--- src/logic/vic_pkg.sv ---
package vic_pkg;

  // ==========================================================
  // direct address space
  // ==========================================================
  localparam logic [7:0] VIC_SFR_BASE = 8'h80;
  localparam logic [2:0] VIC_BITADDR_LOW3 = 3'h0;

  // ==========================================================
  // register offsets in the special function register space
  // ==========================================================
  localparam logic [7:0] VIC_ADDR_PRIMARY_ENABLE = 8'hA8;
  localparam logic [7:0] VIC_ADDR_PRIMARY_PRIORITY = 8'hB8;
  localparam logic [7:0] VIC_ADDR_EXTENDED_ENABLE = 8'hE6;
  localparam logic [7:0] VIC_ADDR_EXTENDED_PRIORITY = 8'hF6;

  // ==========================================================
  // reset values and writable masks
  // ==========================================================
  localparam logic [7:0] VIC_RST_PRIMARY_ENABLE = 8'h00;
  localparam logic [7:0] VIC_RST_PRIMARY_PRIORITY = 8'h00;
  localparam logic [7:0] VIC_RST_EXTENDED_ENABLE = 8'h00;
  localparam logic [7:0] VIC_RST_EXTENDED_PRIORITY = 8'h00;
  // bit 6 of the extended pair belongs to the reserved slot
  localparam logic [7:0] VIC_MASK_EXTENDED = 8'hBF;
  localparam logic [7:0] VIC_MASK_PRIMARY_PRIORITY = 8'h7F;

  // ==========================================================
  // field positions
  // ==========================================================
  localparam int VIC_GLOBAL_ENABLE_BIT = 7;
  localparam int VIC_NUM_SLOTS = 15;
  localparam logic [3:0] VIC_RESERVED_SLOT = 4'hD;

  // ==========================================================
  // vectors
  // ==========================================================
  localparam logic [15:0] VIC_RESET_VECTOR = 16'h0000;
  localparam logic [15:0] VIC_VECTOR_BASE = 16'h0003;
  localparam int VIC_VECTOR_STEP_LOG2 = 3;

  // ==========================================================
  // pending conditions from the peripherals
  // ==========================================================
  typedef struct packed {
    logic ext_irq0_pending;
    logic timer0_overflow_flag;
    logic ext_irq1_pending;
    logic timer1_overflow_flag;
    logic uart_receive_flag;
    logic uart_transmit_flag;
    logic timer2_high_overflow_flag;
    logic timer2_low_overflow_flag;
    logic serial_periph_done_flag;
    logic write_collision_flag;
    logic mode_fault_flag;
    logic receive_overrun_flag;
    logic twowire_flag;
    logic port_match_live;
    logic adc_window_flag;
    logic adc_done_flag;
    logic counter_array_overflow_flag;
    logic [2:0] capture_compare_flag;
    logic cycle_overflow_flag;
    logic comparator_fall_flag;
    logic comparator_rise_flag;
    logic timer3_high_overflow_flag;
    logic timer3_low_overflow_flag;
  } vic_flags_t;

  // hardware-cleared flags, one pulse each
  typedef struct packed {
    logic timer1_overflow_flag;
    logic ext_irq1_pending;
    logic timer0_overflow_flag;
    logic ext_irq0_pending;
  } vic_hwclr_t;

  function automatic logic [15:0] vic_vector_of(input logic [3:0] slot);
    vic_vector_of = VIC_VECTOR_BASE + ({12'h000, slot} << VIC_VECTOR_STEP_LOG2);
  endfunction : vic_vector_of

  function automatic logic vic_bit_addressable(input logic [7:0] addr);
    vic_bit_addressable = (addr[2:0] == VIC_BITADDR_LOW3);
  endfunction : vic_bit_addressable

endpackage : vic_pkg

--- src/logic/vic_prio_pick.sv ---
`timescale 1ns/1ps
module vic_prio_pick
  import vic_pkg::*;
(
  input wire logic [VIC_NUM_SLOTS-1:0] req_i,
  output logic valid_o,
  output logic [3:0] slot_o
);

  // lowest slot wins among requests of one level
  always_comb
  begin
    valid_o = 1'b0;
    slot_o = 4'h0;
    for (int i = VIC_NUM_SLOTS - 1; i >= 0; i--)
    begin
      if (req_i[i])
      begin
        valid_o = 1'b1;
        slot_o = 4'(i);
      end
    end
  end

endmodule : vic_prio_pick

--- src/logic/vic_top.sv ---
`timescale 1ns/1ps
// Behaviour
// - after reset the first request offered is the reset entry at vector 0x0000, always enabled, above all, flagless.
// - source slot n branches to vector 0x0003 plus eight times n, reaching 0x0073 for slot 14.
// - among pending requests of one level the lowest slot number from 0 to 14 is served first.
// - the two external and two basic timer flags get a hardware clear pulse when their interrupt is taken.
// - primary enable bits 0 to 6 gate the original sources, extended enable bits gate the extended ones.
// - each source has one priority bit at the same position as its enable in the matching priority register.
// - the port match request follows its live condition gated by its enable, with no pending flag.
// - slot 13 is reserved and has no source, enable or priority bit.
// - the serial peripheral slot requests on the OR of done, collision, mode fault and overrun.
// - the counter array slot requests on counter overflow, any capture/compare flag or cycle overflow.
// - the comparator slot requests on fall or rise flag; those and timer 3 flags are not bit-addressable.
// - direct accesses to 0x80 through 0xFF go to the special function register space, below to RAM.
// - in the special function register space only addresses ending in 0x0 or 0x8 take single-bit access, others take whole bytes only.
module vic_top
  import vic_pkg::*;
(
  input wire logic CORE_CLK_I,
  input wire logic RST_I,
  input wire logic CE_I,
  input wire logic DIR_REQ_I,
  input wire logic [7:0] DIR_ADDR_I,
  input wire logic DIR_WR_I,
  input wire logic [7:0] DIR_WDATA_I,
  input wire logic DIR_BIT_I,
  input wire logic [2:0] DIR_BITSEL_I,
  input wire vic_flags_t SRC_FLAGS_I,
  input wire logic INT_ACK_I,
  input wire logic RETI_I,
  output logic [7:0] DIR_RDATA_O,
  output logic DIR_SFR_O,
  output logic DIR_RAM_O,
  output logic DIR_BIT_REFUSED_O,
  output logic INT_REQ_O,
  output logic [15:0] INT_VECTOR_O,
  output logic INT_HIGH_O,
  output logic [1:0] ACTIVE_LEVELS_O,
  output vic_hwclr_t FLAG_CLR_O
);

  // ==========================================================
  // registers
  // ==========================================================
  logic [7:0] primary_interrupt_enable_r;
  logic [7:0] primary_interrupt_priority_r;
  logic [7:0] extended_interrupt_enable_r;
  logic [7:0] extended_interrupt_priority_r;
  logic boot_pending_r, active_hi_r, active_lo_r, slot_is_boot_r;
  logic [3:0] slot_r;

  // ==========================================================
  // direct access decode
  // ==========================================================
  logic in_sfr, bit_ok, bit_refused, wr_en;
  logic [7:0] cur_byte, wr_byte;

  assign in_sfr = (DIR_ADDR_I >= VIC_SFR_BASE);
  assign bit_ok = vic_bit_addressable(DIR_ADDR_I);
  assign bit_refused = DIR_REQ_I && in_sfr && DIR_BIT_I && !bit_ok;
  assign wr_en = DIR_REQ_I && in_sfr && DIR_WR_I && !bit_refused;

  always_comb
  begin
    unique case (DIR_ADDR_I)
      VIC_ADDR_PRIMARY_ENABLE: cur_byte = primary_interrupt_enable_r;
      VIC_ADDR_PRIMARY_PRIORITY: cur_byte = primary_interrupt_priority_r;
      VIC_ADDR_EXTENDED_ENABLE: cur_byte = extended_interrupt_enable_r;
      VIC_ADDR_EXTENDED_PRIORITY: cur_byte = extended_interrupt_priority_r;
      // unoccupied or foreign addresses read as zero here
      default: cur_byte = 8'h00;
    endcase
  end

  // single-bit write is a read-modify-write of the owning byte
  always_comb
  begin
    wr_byte = DIR_WDATA_I;
    if (DIR_BIT_I)
    begin
      wr_byte = cur_byte;
      wr_byte[DIR_BITSEL_I] = DIR_WDATA_I[0];
    end
  end

  // ==========================================================
  // register writes
  // ==========================================================
  always_ff @(posedge CORE_CLK_I or posedge RST_I)
  begin
    if (RST_I)
    begin
      primary_interrupt_enable_r <= VIC_RST_PRIMARY_ENABLE;
      primary_interrupt_priority_r <= VIC_RST_PRIMARY_PRIORITY;
      extended_interrupt_enable_r <= VIC_RST_EXTENDED_ENABLE;
      extended_interrupt_priority_r <= VIC_RST_EXTENDED_PRIORITY;
    end
    else if (CE_I && wr_en)
    begin
      // writes to any other address are dropped, no side effect
      if (DIR_ADDR_I == VIC_ADDR_PRIMARY_ENABLE)
        primary_interrupt_enable_r <= wr_byte;
      if (DIR_ADDR_I == VIC_ADDR_PRIMARY_PRIORITY)
        primary_interrupt_priority_r <= wr_byte & VIC_MASK_PRIMARY_PRIORITY;
      if (DIR_ADDR_I == VIC_ADDR_EXTENDED_ENABLE)
        extended_interrupt_enable_r <= wr_byte & VIC_MASK_EXTENDED;
      if (DIR_ADDR_I == VIC_ADDR_EXTENDED_PRIORITY)
        extended_interrupt_priority_r <= wr_byte & VIC_MASK_EXTENDED;
    end
  end

  // ==========================================================
  // access answer, one cycle after the request
  // ==========================================================
  always_ff @(posedge CORE_CLK_I or posedge RST_I)
  begin
    if (RST_I)
    begin
      DIR_RDATA_O <= 8'h00;
      DIR_SFR_O <= 1'b0;
      DIR_RAM_O <= 1'b0;
      DIR_BIT_REFUSED_O <= 1'b0;
    end
    else if (CE_I)
    begin
      DIR_SFR_O <= DIR_REQ_I && in_sfr;
      DIR_RAM_O <= DIR_REQ_I && !in_sfr;
      DIR_BIT_REFUSED_O <= bit_refused;
      if (DIR_REQ_I && in_sfr && !DIR_WR_I && !bit_refused)
        DIR_RDATA_O <= DIR_BIT_I ? {7'h00, cur_byte[DIR_BITSEL_I]} : cur_byte;
      else
        DIR_RDATA_O <= 8'h00;
    end
  end

  // ==========================================================
  // per-slot requests
  // ==========================================================
  logic [VIC_NUM_SLOTS-1:0] pend, en, lvl, req;
  logic global_en;

  always_comb
  begin
    pend = '0;
    pend[0] = SRC_FLAGS_I.ext_irq0_pending;
    pend[1] = SRC_FLAGS_I.timer0_overflow_flag;
    pend[2] = SRC_FLAGS_I.ext_irq1_pending;
    pend[3] = SRC_FLAGS_I.timer1_overflow_flag;
    pend[4] = SRC_FLAGS_I.uart_receive_flag | SRC_FLAGS_I.uart_transmit_flag;
    pend[5] = SRC_FLAGS_I.timer2_high_overflow_flag | SRC_FLAGS_I.timer2_low_overflow_flag;
    pend[6] = SRC_FLAGS_I.serial_periph_done_flag | SRC_FLAGS_I.write_collision_flag
            | SRC_FLAGS_I.mode_fault_flag | SRC_FLAGS_I.receive_overrun_flag;
    pend[7] = SRC_FLAGS_I.twowire_flag;
    pend[8] = SRC_FLAGS_I.port_match_live;
    pend[9] = SRC_FLAGS_I.adc_window_flag;
    pend[10] = SRC_FLAGS_I.adc_done_flag;
    pend[11] = SRC_FLAGS_I.counter_array_overflow_flag | (|SRC_FLAGS_I.capture_compare_flag)
             | SRC_FLAGS_I.cycle_overflow_flag;
    pend[12] = SRC_FLAGS_I.comparator_fall_flag | SRC_FLAGS_I.comparator_rise_flag;
    pend[14] = SRC_FLAGS_I.timer3_high_overflow_flag | SRC_FLAGS_I.timer3_low_overflow_flag;
  end

  // reserved slot bit is masked to zero in the extended pair
  assign en = {extended_interrupt_enable_r, primary_interrupt_enable_r[6:0]};
  assign lvl = {extended_interrupt_priority_r, primary_interrupt_priority_r[6:0]};
  assign global_en = primary_interrupt_enable_r[VIC_GLOBAL_ENABLE_BIT];
  assign req = pend & en & {VIC_NUM_SLOTS{global_en}};

  logic hi_valid, lo_valid;
  logic [3:0] hi_slot, lo_slot;

  vic_prio_pick u_pick_hi
  (
    .req_i(req & lvl),
    .valid_o(hi_valid),
    .slot_o(hi_slot)
  );

  vic_prio_pick u_pick_lo
  (
    .req_i(req & ~lvl),
    .valid_o(lo_valid),
    .slot_o(lo_slot)
  );

  logic take_hi, take_lo, ack;

  assign take_hi = hi_valid && !active_hi_r;
  assign take_lo = lo_valid && !active_hi_r && !active_lo_r;
  assign ack = INT_ACK_I && INT_REQ_O;

  // ==========================================================
  // request offered to the core
  // ==========================================================
  // held low in the ack cycle so a stale choice is never offered twice
  always_ff @(posedge CORE_CLK_I or posedge RST_I)
  begin
    if (RST_I)
    begin
      INT_REQ_O <= 1'b0;
      INT_VECTOR_O <= VIC_RESET_VECTOR;
      INT_HIGH_O <= 1'b0;
      slot_r <= 4'h0;
      slot_is_boot_r <= 1'b1;
    end
    else if (CE_I)
    begin
      if (ack)
        INT_REQ_O <= 1'b0;
      else if (boot_pending_r)
      begin
        INT_REQ_O <= 1'b1;
        INT_VECTOR_O <= VIC_RESET_VECTOR;
        INT_HIGH_O <= 1'b1;
        slot_is_boot_r <= 1'b1;
      end
      else if (take_hi || take_lo)
      begin
        // any high choice beats any low choice
        INT_REQ_O <= 1'b1;
        INT_VECTOR_O <= vic_vector_of(take_hi ? hi_slot : lo_slot);
        INT_HIGH_O <= take_hi;
        slot_r <= take_hi ? hi_slot : lo_slot;
        slot_is_boot_r <= 1'b0;
      end
      else
        INT_REQ_O <= 1'b0;
    end
  end

  // ==========================================================
  // reset entry and in-service levels
  // ==========================================================
  always_ff @(posedge CORE_CLK_I or posedge RST_I)
  begin
    if (RST_I)
      boot_pending_r <= 1'b1;
    else if (CE_I && ack && slot_is_boot_r)
      boot_pending_r <= 1'b0;
  end

  always_ff @(posedge CORE_CLK_I or posedge RST_I)
  begin
    if (RST_I)
    begin
      active_hi_r <= 1'b0;
      active_lo_r <= 1'b0;
    end
    else if (CE_I)
    begin
      if (ack && !slot_is_boot_r)
      begin
        if (INT_HIGH_O)
          active_hi_r <= 1'b1;
        else
          active_lo_r <= 1'b1;
      end
      else if (RETI_I)
      begin
        // the return closes the innermost routine
        if (active_hi_r)
          active_hi_r <= 1'b0;
        else
          active_lo_r <= 1'b0;
      end
    end
  end

  assign ACTIVE_LEVELS_O = {active_hi_r, active_lo_r};

  // ==========================================================
  // hardware clear of edge/overflow flags
  // ==========================================================
  // other slots get no pulse; their flags stay for software to clear
  always_ff @(posedge CORE_CLK_I or posedge RST_I)
  begin
    if (RST_I)
      FLAG_CLR_O <= '0;
    else if (CE_I)
    begin
      FLAG_CLR_O <= '0;
      if (ack && !slot_is_boot_r)
      begin
        FLAG_CLR_O.ext_irq0_pending <= (slot_r == 4'h0);
        FLAG_CLR_O.timer0_overflow_flag <= (slot_r == 4'h1);
        FLAG_CLR_O.ext_irq1_pending <= (slot_r == 4'h2);
        FLAG_CLR_O.timer1_overflow_flag <= (slot_r == 4'h3);
      end
    end
  end

endmodule : vic_top

--- config.mk ---
export PLATFORM = sky130hd
export DESIGN_NAME = vic_top
export DESIGN_NICKNAME = d
export VERILOG_FILES = /design/src/logic/vic_pkg.sv /design/src/logic/vic_prio_pick.sv /design/src/logic/vic_top.sv
export SDC_FILE = /design/constraint.sdc
export NUM_CORES = 1
export LEC_CHECK = 0
export ABC_CLOCK_PERIOD_IN_PS = 3850
export BUFFER_PORTS_ARGS = -buffer_cell sky130_fd_sc_hd__buf_2
export CAP_MARGIN = 20
export CELL_PAD_IN_SITES_DETAIL_PLACEMENT = 1
export CELL_PAD_IN_SITES_GLOBAL_PLACEMENT = 1
export CORE_MARGIN = 5
export CORE_UTILIZATION = 44
export CTS_CLUSTER_DIAMETER = 40
export CTS_CLUSTER_SIZE = 16
export DETAILED_ROUTE_END_ITERATION = 8
export PLACE_DENSITY_LB_ADDON = 0.1
export SKIP_LAST_GASP = 1
export SLEW_MARGIN = 20
export SYNTH_ARGS = -nofsm -noshare
export SYNTH_HDL_FRONTEND = slang
export SYNTH_SLANG_ARGS = --single-unit
export TNS_END_PERCENT = 30
--- constraint.sdc ---
create_clock -name CORE_CLK_I -period 3.85 [get_ports CORE_CLK_I]
set_input_delay 0.9625 -clock CORE_CLK_I [delete_from_list [all_inputs] [get_ports CORE_CLK_I]]
set_output_delay 0.9625 -clock CORE_CLK_I [all_outputs]
set_load 0.02 [all_outputs]
==> results.toml <==
[outcome]
status = "finished, final reports clean"

[finish]
layout.cells.most_common = "sky130_fd_sc_hd__buf_2"
post_route_cells_drive_above_1_share_pct = 28.4
final_cells = 566
nets = 508
layout-area-overhead-vs-synth_pct = 17.2
layout_common_cells = "76 x sky130_fd_sc_hd__buf_2, 57 x sky130_fd_sc_hd__dfrtp_1, 42 x sky130_fd_sc_hd__nand2_1, 29 x sky130_fd_sc_hd__nor2_1"
antenna_cells = 0

[synthesis]
synth_top_family_by_area = "compound AO/OA/AOI/OAI gates"
dominantRegCellSynth = "sky130_fd_sc_hd__dfrtp_1"
synth_cells = 386
synth.ff_latch_count = 59
muxShareOfSynthArea_pct = 11.0
sequential_element_share_of_the_synthesized_area_pct = 40.9
synth_enable_flop_cells = 0
synth.cell_area_um2 = 3620
synth_simple_gate_area_share_pct = 19.8
synth-adder-area-share_pct = 0
synthDistinctLibCells = 64
synth_async_sr_flop_share_pct = 100
compound_gate_portion_of_the_synthesized_area_pct = 21.7
syn_area_per_cell_um2 = 9.37
yosys_warnings = 0
synthXorXnorAreaFrac_pct = 0

[floorplan]
start_util_pct = 44.7
floorplan.die.height_um = 101
rows = 33
die-area_um2 = 10100
core_region_area_um2 = 8090
boundaryPins = 87
die_width_um = 101

[detailed_routing]
remaining_drcs = 0
drt-vias-per-instance = 5.85
drt_wl_total_mm = 11.4
detail_route.iter0.violations = 74
drt_pass1_iterations = 4
detailroute.via_count = 3313
drt-wirelength-per-cell_um = 20.2
antenna_violating_nets_post_route = 0

[global_route]
via_count_of_the_first_global_routing_pass = 3476
grt_first_pass_wirelength_mm = 18.3
grt_antenna_before_repair = 0
grt-ovfl-total = 0
grt_max_degree = 32
global_route.usage.total_pct = 23.4

[placement]
dp_slack_ps = 585
portBuffers = 76
place_hpwl_mm = 8.73
dp.cells = 550
place_congestion = 0.889

[power]
internal_power_mw = 1.04
max-vdd-ir-drop_mv = 0.194
clock_power_share_pct = 46.2
combinationalPowerShare_pct = 9.2
power.share.switching_pct = 26.9
power-per-cell-area_nw_per_um2 = 335
cellLeakagePower_nw = 2.08
sw_power_mw = 0.383
seqPwrFrac_pct = 44.6
power_mw = 1.42

[sta]
report.final.slew_viol_count = 0
finalHoldViolations = 0
final_cycle_share_pct = 76.2
worst_slack_ps = 916
clock-skew-final_ps = 10.7
fmaxAchievable_mhz = 341
report.final.setup_viol = 0
unrepaired_setup_endpoints_after_global_routing = "no"
final_period_minus_worst_setup_slack_ps = 2930
tightest_slew_ps = 852
setup-tns-final_ps = 0
timing.max_slew.rel_slack_pct = 43.2

[clocking]
clk_transition_reported_paths_ps = 80
cts_made_buffers = 9
post_cts.repair.setup_buffers = 0
worst_skew_pair.late_latency_ps = 350
tritoncts = "built"
cts-root-to-sink-buffers = 2
ctsResizeCount = 0
number_of_buffers_inserted_by_hold_repair_at_cts = 0
h_tree_levels = 3
clk_root_buffer_cell = "sky130_fd_sc_hd__clkbuf_8"
clkSinkCount = 59

[setup_path]
critical_path_required_ps = 4090
arrival_ps = 3170
timing.reg2reg.setup_slack_ps = 980
crit_path_end_kind = "register"
crit_path_start_kind = "primary input"
cp_max_fo = 8
setup.worst_path.class = "primary input to register"

[flow_run]
timing.max_cap.violations = 0

[worst_hold_path]
hold_path.class = "register to register"
[registers in the layout, indices dropped and copies added, names as in the netlist]
signal,count
FLAG_CLR_O,4
DIR_SFR_O,1
slot_is_boot_r,1
boot_pending_r,1
DIR_BIT_REFUSED_O,1
extended_interrupt_enable_r,7
primary_interrupt_enable_r,8
slot_r,4
extended_interrupt_priority_r,7
INT_HIGH_O,1
DIR_RDATA_O,8
active_hi_r,1
INT_VECTOR_O,5
INT_REQ_O,1
primary_interrupt_priority_r,7
DIR_RAM_O,1
active_lo_r,1
[cells in the mapped netlist, types with 10 or more instances]
library cell               count  share of area (%)
sky130_fd_sc_hd__dfrtp_1      57                 39
sky130_fd_sc_hd__nand2_1      42                4.4
sky130_fd_sc_hd__nor2_1       29                3.0
sky130_fd_sc_hd__mux2_2       22                6.8
sky130_fd_sc_hd__o21ai_0      22                3.0
sky130_fd_sc_hd__inv_1        18                1.9
sky130_fd_sc_hd__buf_4        15                3.1
sky130_fd_sc_hd__mux2i_1      15                4.2
sky130_fd_sc_hd__a21oi_1      14                1.9
sky130_fd_sc_hd__clkbuf_1     11                1.1
sky130_fd_sc_hd__nor3_1       11                1.5
sky130_fd_sc_hd__nand3_1      10                1.4
sky130_fd_sc_hd__nand4_1      10                1.7
[cell type report]
type | count | area (um2)
clock buffers | 9 | 124
fillers | 982 | 3850
repair buffers | 79 | 403
multi-input cells | 289 | 1940
clock inverters | 7 | 98.8
inverters | 18 | 67.6
well taps | 105 | 131
flip-flops and latches | 59 | 1480
[worst paths after layout]
kind / from / end / cells after the start
max: SRC_FLAGS_I[15] / slot_r[3] / 8
min: INT_VECTOR_O[4] / INT_VECTOR_O[4] / 1
max reg2reg: primary_interrupt_enable_r[7] / slot_r[1] / 7
min reg2reg: INT_VECTOR_O[4] / INT_VECTOR_O[4] / 1
max in group asynchronous: RST_I / primary_interrupt_enable_r[2] / 3
min in group asynchronous: RST_I / DIR_RAM_O / 2
[routing by layer]
layer	vias up	track usage [%]	share of wire (%)
met3	24	3.18	3.8
met4	0	10.7	3.0
met1	1653	28.9	43
met5	-	0	0
li1	1556	-	-
met2	80	40.5	50
[power groups by stage]
stage | clock (mW) | combinational [mW] | sequential (mW)
after floorplan | 0 | 0.0762 | 0.651
after global placement | 0 | 0.128 | 0.646
after detailed placement | 0 | 0.131 | 0.646
after CTS | 0.672 | 0.132 | 0.634
after global routing | 0.700 | 0.144 | 0.636
final | 0.657 | 0.131 | 0.634
[cell families after synthesis]
logic type	Yosys count
AND/OR/NAND/NOR	134
flip-flops	59
AO/OA/AOI/OAI	108
buffers and inverters	47
other	1
multiplexers	37
[through the flow]
step	cell area (um2)	utilization (%)	hold slack (ps)
after floorplan	3650	-	464
after global placement	4020	49.6	457
after detailed placement	4020	49.6	462
after CTS	4240	52.4	481
after global routing	4240	52.4	516
final	4240	52.4	477
[worst max-delay path: stages]
cell and delay [ps]:
sky130_fd_sc_hd__buf_2 90, sky130_fd_sc_hd__nor4_1 620, sky130_fd_sc_hd__o21ai_0 330, sky130_fd_sc_hd__nor3_1 330
sky130_fd_sc_hd__a21oi_2 200, sky130_fd_sc_hd__o21ai_2 350, sky130_fd_sc_hd__nor2_1 120, sky130_fd_sc_hd__a21o_1 170
(Power assumes the default switching activity.)
